==> src/verilog/asf_pkg.sv <==
// Constants shared by the alarm and status flag bank
package asf_pkg;

   // Register byte addresses on the serial register port
   localparam logic [7:0] ASF_ADDR_CHAN_ALARM = 8'h70;
   localparam logic [7:0] ASF_ADDR_TEMP_ALARM = 8'h71;
   localparam logic [7:0] ASF_ADDR_GENERAL = 8'h72;

   // Values after reset
   localparam logic [7:0] ASF_RST_CHAN_ALARM = 8'h00;
   localparam logic [7:0] ASF_RST_TEMP_ALARM = 8'h00;
   localparam logic [7:0] ASF_RST_GENERAL = 8'h0c;

   // Field positions, alarm byte 1
   localparam int ASF_BIT_EXT_INPUT = 3;
   localparam int ASF_BIT_OVER_TEMP = 2;
   localparam int ASF_BIT_TEMP_HIGH = 1;
   localparam int ASF_BIT_TEMP_LOW = 0;

   // Field positions, general status byte
   localparam int ASF_BIT_RANGE_LO = 4;
   localparam int ASF_BIT_ADC_IDLE = 3;
   localparam int ASF_BIT_RSVD_ONE = 2;
   localparam int ASF_BIT_GLOBAL = 1;
   localparam int ASF_BIT_DATA_AVAIL = 0;

   // Counts of flags in each alarm byte, and of range groups in the general status byte
   localparam int ASF_NUM_CHAN = 5;
   localparam int ASF_NUM_TEMP = 4;
   localparam int ASF_NUM_GROUP = 4;

   // Data widths
   localparam int ASF_DATA_W = 12;
   localparam int ASF_CONSEC_W = 3;

   // Temperature code scale, milli-degrees per LSB (two's complement)
   localparam int ASF_TEMP_LSB_MDEG = 125;
   localparam int ASF_OVER_TEMP_MDEG = 150000;
   localparam int ASF_HYST_MDEG = 8000;
   localparam logic signed [11:0] ASF_OVER_TEMP_CODE =
      12'(ASF_OVER_TEMP_MDEG / ASF_TEMP_LSB_MDEG);
   localparam logic signed [11:0] ASF_RELEASE_CODE =
      12'((ASF_OVER_TEMP_MDEG - ASF_HYST_MDEG) / ASF_TEMP_LSB_MDEG);

   // Consecutive-sample counter reset value
   localparam logic [2:0] ASF_CNT_RST = 3'h0;

endpackage : asf_pkg

==> src/verilog/asf_consec_filter.sv <==
// Out-of-range filter: trips after N consecutive bad samples
`timescale 1ns/100ps
module asf_consec_filter
   import asf_pkg::*;
(
   // Clock and reset
   input wire logic clk,
   input wire logic rst_b,
   // Sample stream
   input wire logic sample,
   input wire logic out_of_range,
   input wire logic [ASF_CONSEC_W-1:0] consec_n,
   // Result, one-cycle pulse after a tripping sample
   output logic hit
);

   logic [ASF_CONSEC_W-1:0] cnt_r;
   logic [ASF_CONSEC_W-1:0] cnt_nxt;
   logic hit_r;
   logic hit_nxt;
   logic [ASF_CONSEC_W-1:0] need;
   logic [ASF_CONSEC_W-1:0] cnt_inc;

   always_comb begin
      // A count of zero is treated as one so the alarm can still trip
      need = (consec_n == ASF_CNT_RST) ? ASF_CONSEC_W'(1) : consec_n;
      cnt_inc = (cnt_r == {ASF_CONSEC_W{1'b1}}) ? cnt_r :
         ASF_CONSEC_W'(cnt_r + 1'b1);
      cnt_nxt = cnt_r;
      hit_nxt = 1'b0;
      if (sample) begin
         if (out_of_range) begin
            cnt_nxt = cnt_inc;
            hit_nxt = (cnt_inc >= need);
         end else begin
            cnt_nxt = ASF_CNT_RST;
         end
      end
   end

   always_ff @(posedge clk) begin
      if (!rst_b) begin
         cnt_r <= ASF_CNT_RST;
         hit_r <= 1'b0;
      end else begin
         cnt_r <= cnt_nxt;
         hit_r <= hit_nxt;
      end
   end

   assign hit = hit_r;

endmodule : asf_consec_filter

==> src/verilog/asf_status_bank.sv <==
// Alarm status and general status register bank
`timescale 1ns/100ps
module asf_status_bank
   import asf_pkg::*;
(
   // Clock and synchronous reset (hardware, software or power-on)
   input wire logic clk,
   input wire logic rst_b,
   // Register read port of the serial interface
   input wire logic rd_en,
   input wire logic [7:0] rd_addr,
   output logic [7:0] rd_data,
   output logic rd_valid,
   // Conversion results, one pulse per completed conversion cycle
   input wire logic cycle_done,
   input wire logic [ASF_DATA_W-1:0] chan_result [ASF_NUM_CHAN],
   input wire logic [ASF_DATA_W-1:0] chan_upper [ASF_NUM_CHAN],
   input wire logic [ASF_DATA_W-1:0] chan_lower [ASF_NUM_CHAN],
   input wire logic [ASF_CONSEC_W-1:0] consec_n,
   // Local temperature sensor, two's complement codes
   input wire logic local_temp_sensor_en,
   input wire logic signed [ASF_DATA_W-1:0] temp_reading,
   input wire logic signed [ASF_DATA_W-1:0] temp_upper,
   input wire logic signed [ASF_DATA_W-1:0] temp_lower,
   // External alarm pin
   input wire logic ext_alarm_pin_en,
   input wire logic ext_alarm_pin,
   // Auto-range detect outputs, groups a to d
   input wire logic group_a_range_detect,
   input wire logic group_b_range_detect,
   input wire logic group_c_range_detect,
   input wire logic group_d_range_detect,
   // Sequencer state
   input wire logic adc_running,
   input wire logic direct_mode,
   input wire logic direct_done,
   // Flag levels for the alarm output source logic
   output logic [ASF_NUM_CHAN-1:0] chan_alarm_flags,
   output logic [ASF_NUM_TEMP-1:0] temp_pin_alarm_flags,
   output logic global_alarm
);

   // Flag storage
   logic [ASF_NUM_CHAN-1:0] chan_flag_r;
   logic [ASF_NUM_CHAN-1:0] chan_flag_nxt;
   logic [ASF_NUM_TEMP-1:0] temp_flag_r;
   logic [ASF_NUM_TEMP-1:0] temp_flag_nxt;
   logic global_alarm_r;
   logic global_alarm_nxt;
   logic data_avail_r;
   logic data_avail_nxt;
   logic adc_idle_r;
   logic adc_idle_nxt;
   logic [ASF_NUM_GROUP-1:0] range_r;
   logic [ASF_NUM_GROUP-1:0] range_nxt;
   logic over_temp_cond_r;
   logic over_temp_cond_nxt;

   // Read port
   logic [7:0] rd_data_r;
   logic [7:0] rd_data_nxt;
   logic rd_valid_r;
   logic rd_valid_nxt;

   // Filter results
   logic [ASF_NUM_CHAN-1:0] chan_oor;
   logic [ASF_NUM_CHAN-1:0] chan_hit;
   logic temp_high_hit;
   logic temp_low_hit;
   logic temp_sample;
   logic temp_high_oor;
   logic temp_low_oor;

   // Byte images and read strobes
   logic [7:0] chan_byte;
   logic [7:0] temp_byte;
   logic [7:0] gen_byte;
   logic rd_chan;
   logic rd_temp;
   logic rd_gen;

   // Window test for a unipolar channel, straight binary
   function automatic logic outside_window(
      input logic [ASF_DATA_W-1:0] value,
      input logic [ASF_DATA_W-1:0] upper,
      input logic [ASF_DATA_W-1:0] lower
   );
      outside_window = (value > upper) || (value < lower);
   endfunction : outside_window

   // Pack the flags of one byte into its low bits, rest zero
   function automatic logic [7:0] pad_byte(input logic [4:0] bits,
                                           input int width);
      logic [7:0] b;
      b = 8'h00;
      for (int i = 0; i < 5; i++) begin
         if (i < width) begin
            b[i] = bits[i];
         end
      end
      pad_byte = b;
   endfunction : pad_byte

   // One filter per channel window
   for (genvar g = 0; g < ASF_NUM_CHAN; g++) begin : g_chan
      assign chan_oor[g] =
         outside_window(chan_result[g], chan_upper[g], chan_lower[g]);
      asf_consec_filter u_filt (
         .clk(clk),
         .rst_b(rst_b),
         .sample(cycle_done),
         .out_of_range(chan_oor[g]),
         .consec_n(consec_n),
         .hit(chan_hit[g])
      );
   end

   // Sensor off freezes the limit filters instead of clearing them
   always_comb begin
      temp_sample = cycle_done && local_temp_sensor_en;
      temp_high_oor = (temp_reading > temp_upper);
      temp_low_oor = (temp_reading < temp_lower);
   end

   // Temperature limits share the same filtering
   asf_consec_filter u_temp_high (
      .clk(clk),
      .rst_b(rst_b),
      .sample(temp_sample),
      .out_of_range(temp_high_oor),
      .consec_n(consec_n),
      .hit(temp_high_hit)
   );

   asf_consec_filter u_temp_low (
      .clk(clk),
      .rst_b(rst_b),
      .sample(temp_sample),
      .out_of_range(temp_low_oor),
      .consec_n(consec_n),
      .hit(temp_low_hit)
   );

   // Read decode
   always_comb begin
      rd_chan = rd_en && (rd_addr == ASF_ADDR_CHAN_ALARM);
      rd_temp = rd_en && (rd_addr == ASF_ADDR_TEMP_ALARM);
      rd_gen = rd_en && (rd_addr == ASF_ADDR_GENERAL);
   end

   // Byte images as seen by the host
   always_comb begin
      chan_byte = pad_byte(chan_flag_r, ASF_NUM_CHAN);
      temp_byte = pad_byte({1'b0, temp_flag_r}, ASF_NUM_TEMP);
      gen_byte = 8'h00;
      gen_byte[ASF_BIT_RANGE_LO +: ASF_NUM_GROUP] = range_r;
      gen_byte[ASF_BIT_ADC_IDLE] = adc_idle_r;
      gen_byte[ASF_BIT_RSVD_ONE] = 1'b1;
      gen_byte[ASF_BIT_GLOBAL] = global_alarm_r;
      gen_byte[ASF_BIT_DATA_AVAIL] = data_avail_r;
   end

   // Flag update
   always_comb begin
      chan_flag_nxt = chan_flag_r;
      temp_flag_nxt = temp_flag_r;
      over_temp_cond_nxt = over_temp_cond_r;

      // Read clears the whole byte; a set in the same cycle wins
      if (rd_chan) begin
         chan_flag_nxt = '0;
      end
      if (rd_temp) begin
         temp_flag_nxt = '0;
      end

      // Sets arrive only with a conversion, so a read cannot re-trigger
      chan_flag_nxt = chan_flag_nxt | chan_hit;
      if (temp_high_hit) begin
         temp_flag_nxt[ASF_BIT_TEMP_HIGH] = 1'b1;
      end
      if (temp_low_hit) begin
         temp_flag_nxt[ASF_BIT_TEMP_LOW] = 1'b1;
      end

      // Pin is sampled every clock, it has no conversion to wait for
      if (ext_alarm_pin_en && ext_alarm_pin) begin
         temp_flag_nxt[ASF_BIT_EXT_INPUT] = 1'b1;
      end

      // Over-temperature with hysteresis, judged per conversion
      if (!local_temp_sensor_en) begin
         over_temp_cond_nxt = 1'b0;
      end else if (cycle_done) begin
         if (temp_reading >= ASF_OVER_TEMP_CODE) begin
            over_temp_cond_nxt = 1'b1;
         end else if (temp_reading < ASF_RELEASE_CODE) begin
            over_temp_cond_nxt = 1'b0;
         end
      end
      if (cycle_done && over_temp_cond_nxt) begin
         temp_flag_nxt[ASF_BIT_OVER_TEMP] = 1'b1;
      end
      if (!local_temp_sensor_en) begin
         temp_flag_nxt[ASF_BIT_OVER_TEMP] = 1'b0;
      end
   end

   // General status update
   always_comb begin
      // Held until the general byte is read, set wins over the clear
      global_alarm_nxt = (|chan_flag_r) || (|temp_flag_r) ||
         (global_alarm_r && !rd_gen);
      adc_idle_nxt = !adc_running;
      range_nxt = {group_d_range_detect, group_c_range_detect,
                   group_b_range_detect, group_a_range_detect};
      data_avail_nxt = data_avail_r;
      if (!direct_mode || adc_running) begin
         data_avail_nxt = 1'b0;
      end else if (direct_done) begin
         data_avail_nxt = 1'b1;
      end
   end

   // Read answer, one cycle after the request
   always_comb begin
      rd_valid_nxt = rd_en;
      // Unmapped addresses answer zero, there is no error flag
      rd_data_nxt = 8'h00;
      if (rd_chan) begin
         rd_data_nxt = chan_byte;
      end else if (rd_temp) begin
         rd_data_nxt = temp_byte;
      end else if (rd_gen) begin
         rd_data_nxt = gen_byte;
      end
   end

   // Alarm flag registers
   always_ff @(posedge clk) begin
      if (!rst_b) begin
         chan_flag_r <= ASF_RST_CHAN_ALARM[ASF_NUM_CHAN-1:0];
         temp_flag_r <= ASF_RST_TEMP_ALARM[ASF_NUM_TEMP-1:0];
         over_temp_cond_r <= 1'b0;
      end else begin
         chan_flag_r <= chan_flag_nxt;
         temp_flag_r <= temp_flag_nxt;
         over_temp_cond_r <= over_temp_cond_nxt;
      end
   end

   // General status registers
   always_ff @(posedge clk) begin
      if (!rst_b) begin
         global_alarm_r <= ASF_RST_GENERAL[ASF_BIT_GLOBAL];
         data_avail_r <= ASF_RST_GENERAL[ASF_BIT_DATA_AVAIL];
         adc_idle_r <= ASF_RST_GENERAL[ASF_BIT_ADC_IDLE];
         range_r <= ASF_RST_GENERAL[ASF_BIT_RANGE_LO +: ASF_NUM_GROUP];
      end else begin
         global_alarm_r <= global_alarm_nxt;
         data_avail_r <= data_avail_nxt;
         adc_idle_r <= adc_idle_nxt;
         range_r <= range_nxt;
      end
   end

   // Read answer registers
   always_ff @(posedge clk) begin
      if (!rst_b) begin
         rd_data_r <= 8'h00;
         rd_valid_r <= 1'b0;
      end else begin
         rd_data_r <= rd_data_nxt;
         rd_valid_r <= rd_valid_nxt;
      end
   end

   // Outputs straight from flops
   assign rd_data = rd_data_r;
   assign rd_valid = rd_valid_r;
   assign chan_alarm_flags = chan_flag_r;
   assign temp_pin_alarm_flags = temp_flag_r;
   assign global_alarm = global_alarm_r;

endmodule : asf_status_bank

==> config.mk <==
export PLATFORM = sky130hd
export DESIGN_NAME = asf_status_bank
export DESIGN_NICKNAME = d
export VERILOG_FILES = /design/src/verilog/asf_pkg.sv /design/src/verilog/asf_consec_filter.sv /design/src/verilog/asf_status_bank.sv
export SDC_FILE = /design/constraint.sdc
export NUM_CORES = 1
export LEC_CHECK = 0
export BUFFER_PORTS_ARGS = -buffer_cell sky130_fd_sc_hd__buf_2
export CAP_MARGIN = 40
export CORE_ASPECT_RATIO = 0.6
export CORE_MARGIN = 5
export CORE_UTILIZATION = 35
export DETAILED_ROUTE_END_ITERATION = 7
export HOLD_SLACK_MARGIN = 0.15
export SETUP_SLACK_MARGIN = 0.15
export SLEW_MARGIN = 20
export SYNTH_ARGS = -nofsm -noshare
export SYNTH_HDL_FRONTEND = slang
export SYNTH_SLANG_ARGS = --single-unit
==> constraint.sdc <==
create_clock -name clk -period 2.7 [get_ports clk]
set_clock_uncertainty 0.1 [all_clocks]
set_input_delay 0.405 -clock clk [delete_from_list [all_inputs] [get_ports clk]]
set_output_delay 0.405 -clock clk [all_outputs]
set_load 0.02 [all_outputs]
Yosys cells after proc, flatten, opt, wreduce, memory -nomap -nowiden
Cells that the tools add are included.

operators by class
  $add $sub $neg = 7
  $mul = 0
  div/mod/pow operators = 0
  order comparisons = 21
  equality and inequality tests = 10
  shifts and indexed selects = 0
  muxes and demuxes = 28
  bitwise operators = 3
  reduce and logical (&&, ||, !) cells = 35

operators by type and width
  operator                                                          number
  12-bit > comparator                                               6
  12-bit less-than comparator                                       6
  3-bit two-way mux                                                 15
  8-bit by 7-bit == test with 1-bit output (second input constant)  3
  3-bit by 1-bit adder with 3-bit output (second input constant)    7
  3-bit == test (second input constant)                             7
  3-bit greater-or-equal comparator                                 7
  3-bit AND reduction                                               7
  5-bit two-way mux                                                 4
  12-bit greater-or-equal comparator (second input constant)        1
  12-bit less-than comparator (second input constant)               1
  1-bit logical OR                                                  8
  1-bit two-way mux                                                 8
  2-bit nonzero test                                                4
  4-bit OR reduction                                                2
  1-bit logical AND                                                 7
  5-bit bitwise OR                                                  1
  5-bit OR reduction                                                1
  4-bit two-way mux                                                 1
  1-bit zero test                                                   3
  3-bit zero test                                                   1
  1-bit NOT                                                         2
  2-bit AND reduction                                               1
  2-bit OR reduction                                                1

storage, ports and cells
  register bits after elaboration = 54
  latch bits = 0
  RAM bits = 0
  bits in read-only memories = 0
  output and inout bits = 19
  logic and storage cells = 131
  memories kept = 0

Depth between registers and ports, before layout
  depth in word-level cells = 7
  depth in mapped cells = 8
  mapped depth without buffers = 8

By module
Synthesis repeated with hierarchy kept, for this count alone.

unflattened totals
  cell total of the unflattened synthesis = 821
  area, all modules = 6326.1 sq um

by module, submodules not included
  module             times used  cells an instance  area an instance (sq um)  seq. area each (sq um)
  asf_status_bank    1           597                4460.5                    520.5
  asf_consec_filter  7           32                 266.5                     80.1

Worst setup path after synthesis
Ideal clock, no wire load.

  path type = input to register
  start point = input port temp_upper[11]
  end point = register u_temp_high.cnt_r[2]
  setup time = 128 ps
  arrival = 1837 ps
  data required time = 2472 ps
  path slack = 635 ps
  stages on the path = 8
  buffers on the path = 0
  cell sequence = inv_1 > ha_1 > nand4_2 > nor2_1 > or3_4 > o211a_1 > a211oi_1 > o22ai_1

on the way
  cells in the longest elaborated chain, start to end = 2

ends and longest elaborated chain
  what                    RTL line                 RTL
  start: declaration      asf_status_bank.sv:23    input wire logic signed [ASF_DATA_W-1:0] temp_upper,
  12-bit > comparator     asf_status_bank.sv:121   temp_high_oor = (temp_reading > temp_upper);
  3-bit two-way mux       asf_consec_filter.sv:32  if (out_of_range) begin
  end signal: assignment  asf_consec_filter.sv:46  cnt_r <= cnt_nxt;
  end: declaration        asf_consec_filter.sv:17  logic [ASF_CONSEC_W-1:0] cnt_r;

No other way between the ends.
A chain may end at the register's enable or synchronous reset.

Worst setup path after layout
  start point = input port chan_result[9] (netlist name)
  end point = register g_chan[4].u_filt.cnt_r[0]

on the way
  cells in the longest elaborated chain, start to end = 3
  elaborated cells on any way between the ends = 4
  classes of those cells = 2 x order compare; 1 x mux; 1 x reduce/logical

ends and longest elaborated chain
  what                                                                RTL line                 RTL
  start: declaration                                                  asf_status_bank.sv:16    input wire logic [ASF_DATA_W-1:0] chan_result [ASF_NUM_CHAN],
  12-bit > comparator or 12-bit less-than comparator (tied branches)  asf_status_bank.sv:88    outside_window = (value > upper) || (value < lower);
  1-bit logical OR (*)                                                asf_status_bank.sv:88
  3-bit two-way mux (*)                                               asf_consec_filter.sv:32
  end signal: assignment                                              asf_consec_filter.sv:46
  end: declaration                                                    asf_consec_filter.sv:17

Mark *: on every way between the ends. The rest lies on a longest branch, timed or not.

==> impl_metrics.toml <==
[outcome]
status = "complete, no violations"

[floorplanning]
die_w_um = 182
coreArea_mm2 = 0.0172
die_area_mm2 = 0.0205
rows = 37
io_pins = 260
start_util_pct = 35.9
die_y_um = 113

[synthesis]
synth-compound-area-share_pct = 19.3
ys_ff_latch = 54
synth_area_leaders = "ha_1 (34%), dfxtp_1 (17%), inv_1 (8.9%)"
synthFlopType = "dfxtp_1"
post_synth_fa_ha_maj_area_fraction_pct = 33.6
synthSimpleGateAreaFrac_pct = 17.6
synth_top_family_by_area = "adder cells"
synth.area.mux_share_pct = 1.58
synth_edf_count = 0
synthArstFlopShare_pct = 0
synth_xor_area_share_pct = 0.991
syn-instance-count = 801
synth_top_area_share_pct = 33.6
avgSynthCellArea_um2 = 7.72
syn_nets = 1208
ys_seq_area_share_pct = 17.5
synth_largest_area_cell = "ha_1"
syn-cell-area_mm2 = 0.00619
synth_cell_types = 54
yosys_warnings = 0

[pwr]
p_comb_share_pct = 42.8
pwr-share-seq_pct = 33.2
switching_share_pct = 35.0
power_leakage_nw = 4.52
peakVddDrop_v = 0.000241
p_switching_w = 0.000988
power.density_mw_per_mm2 = 355
p_clk_share_pct = 23.9
p_int_w = 0.00183

[layout]
area_delta_synth_final_pct = 28.4
final_cells = 1301
seqCellArea_mm2 = 0.00108
fin_nets = 1472
fillers = 1781
layout_commonest_cell = "buf_2"
final_cell_mix = "buf_2 (259), ha_1 (166), inv_1 (147)"
multiInputGateArea_mm2 = 0.00452
layout-drive-gt1-share_pct = 27.8

[worst_setup_path]
reg2reg_depth = 8
rrSetupSlack_ns = 0.65
crit_path_end_kind = "register"
crit_type = "in2reg"
worst_setup_path_start_kind = "primary input"
worstPathArrival_ns = 2.23
worstReg2RegStart = "u_temp_low.cnt_r[0]$_SDFFE_PN0P_"
worstReg2RegEnd = "u_temp_low.hit$_SDFF_PN0_"
worstPathMaxFanout = 3
startpoint = "chan_result[9]"
worstPathRequired_ns = 2.79

[drt]
drt_iter0_drc = 227
drt_wl_total_um = 17400
first_pass_iters = 5
vias = 6184
wl_per_cell_um = 13.4
drtAntennaViolNets = 0
drcViolationCount = 0
via_per_inst = 4.75

[timing]
worst_slew_pin_slew_ns = 0.446
finalSetupTns_ns = 0
layout_setup_ws_ns = 0.561
drv_slew = 0
fin_crit_sh_pct = 79.2
setup_viol = 0
period_minus_slack_ns = 2.14
fmax_ghz = 0.468
rsz0062_at_grt = "no"
hold_viol = 0
slew_headroom_pct = 70.2

[grt]
grt_max_degree = 22
grt_pass1_wl_um = 29300
grt_pass1_vias = 6209
grtUsageTotal_pct = 16.5
antenna_found_initial = 2
overflow = 0

[run]
maxCapViolCount = 0

[min_path]
min_path_cells = 2
min_from = "adc_running"
hold_class = "in2reg"
hold_end = "data_avail_r$_SDFFE_PP0P_"

[cts]
tritoncts = "done"
cts-root-buf = "clkbuf_16"
cts_setup_buffers = 0
post_cts_resized = 0
path_clk_slew_ns = 0.07
clock_latency_ns = 0.29
numClockSinks = 54
htree_levels = 2
cts_buffers = 5
cts_hold_buffers = 0
clockBufferDepth = 2

[placed_design]
dp.cells = 1292
pre_cts_slack_ns = 0.288
hpwlAfterDp_um = 15500
place_congestion = 0.848
io_buffers = 259
==> power groups by stage <==
stage	combinational [W]	clock, W	sequential, W
detailed placement	0.00120	0	0.000956
global placement	0.00118	0	0.000956
floorplan	0.000777	0	0.000956
global route	0.00141	0.000724	0.000951
CTS	0.00121	0.000700	0.000938
finish	0.00121	0.000675	0.000938
==> worst max path at each step <==
| stage | endpoint |
|---|---|
| final | g_chan[4].u_filt.cnt_r[0]$_SDFFE_PN0P_ |
| after global routing | g_chan[4].u_filt.cnt_r[0]$_SDFFE_PN0P_ |
| after CTS | g_chan[4].u_filt.cnt_r[0]$_SDFFE_PN0P_ |
| after detailed placement | g_chan[4].u_filt.cnt_r[0]$_SDFFE_PN0P_ |
| after global placement | g_chan[4].u_filt.cnt_r[0]$_SDFFE_PN0P_ |
| after floorplan | u_temp_high.cnt_r[2]$_SDFFE_PN0P_ |
==> through the flow <==
step                      hold WS, ns  area (µm²)  power (W)  util [%]
after CTS                       0.163        7940    0.00285      46.1
after global placement          0.311        7790    0.00214      45.2
final                           0.174        7940    0.00282      46.1
after global routing            0.187        7940    0.00309      46.1
after floorplan                 0.306        6190    0.00173         -
after detailed placement        0.314        7790    0.00216      45.2
==> per-layer routing <==
layer / part of all wire (%) / vias up / routed length, µm / GRT usage (%)
li1: - / 3312 / - / -
met1: 53 / 2646 / 9150 / 25.2
met2: 38 / 203 / 6530 / 23.5
met3: 8.5 / 19 / 1480 / 4.27
met4: 1.0 / 4 / 182 / 2.70
met5: 0.16 / - / 27 / 0
==> registers in the layout, indices dropped and copies added, names as in the netlist <==
signal	cells
data_avail_r	1
temp_pin_alarm_flags	4
chan_alarm_flags	5
u_temp_low.hit	1
g_chan.u_filt.cnt_r	15
u_temp_high.hit	1
range_r	4
over_temp_cond_r	1
g_chan.u_filt.hit	5
global_alarm	1
u_temp_low.cnt_r	3
adc_idle_r	1
rd_valid	1
u_temp_high.cnt_r	3
rd_data	8
==> kinds of logic (layout without fill, tap and decap cells) <==
| family | Yosys count | count (layout) |
|---|---|---|
| AND/OR/NAND/NOR | 215 | 215 |
| AO/OA/AOI/OAI | 194 | 194 |
| adder cells (fa/ha/maj) | 166 | 166 |
| buffers and inverters | 156 | 421 |
| flip-flops | 54 | 54 |
| multiplexers | 9 | 9 |
| XOR/XNOR | 7 | 7 |
| other | 0 | 1 |
==> cell usage after synthesis, types with 3 or more instances <==
library cell / number
and2_1: 10
inv_1: 147
nor2b_1: 14
a21oi_1: 87
xnor2_1: 7
a21o_1: 16
nand2b_1: 9
nand4_1: 22
o21bai_1: 3
mux2i_1: 3
dfxtp_1: 54
nand2_1: 65
o221ai_1: 3
ha_1: 166
nand3_1: 5
or2_2: 8
nor2_1: 36
a211o_1: 3
o22a_1: 3
or3_1: 7
o21a_1: 3
nor3_1: 25
mux2_2: 6
o211ai_1: 11
clkbuf_1: 5
o21ai_0: 33
a211oi_1: 10
nor3b_1: 3
o31a_1: 5
==> area by class of cell <==
class	count	area share, %
clock buffers	5	1.58
clock inverters	3	0.362
multi-input cells	591	56.9
repair buffers	265	16.9
diodes	1	0.0315
inverters	148	6.99
flip-flops and latches	54	13.6
well taps	234	3.69
==> critical path: stages <==
cell and delay, ns:
buf_2 0.11, ha_1 0.30, a211o_1 0.27, a21oi_1 0.31, o211ai_1 0.14, nor2_1 0.30
nor3_1 0.10, o31a_1 0.28
(Power assumes the default switching activity.)
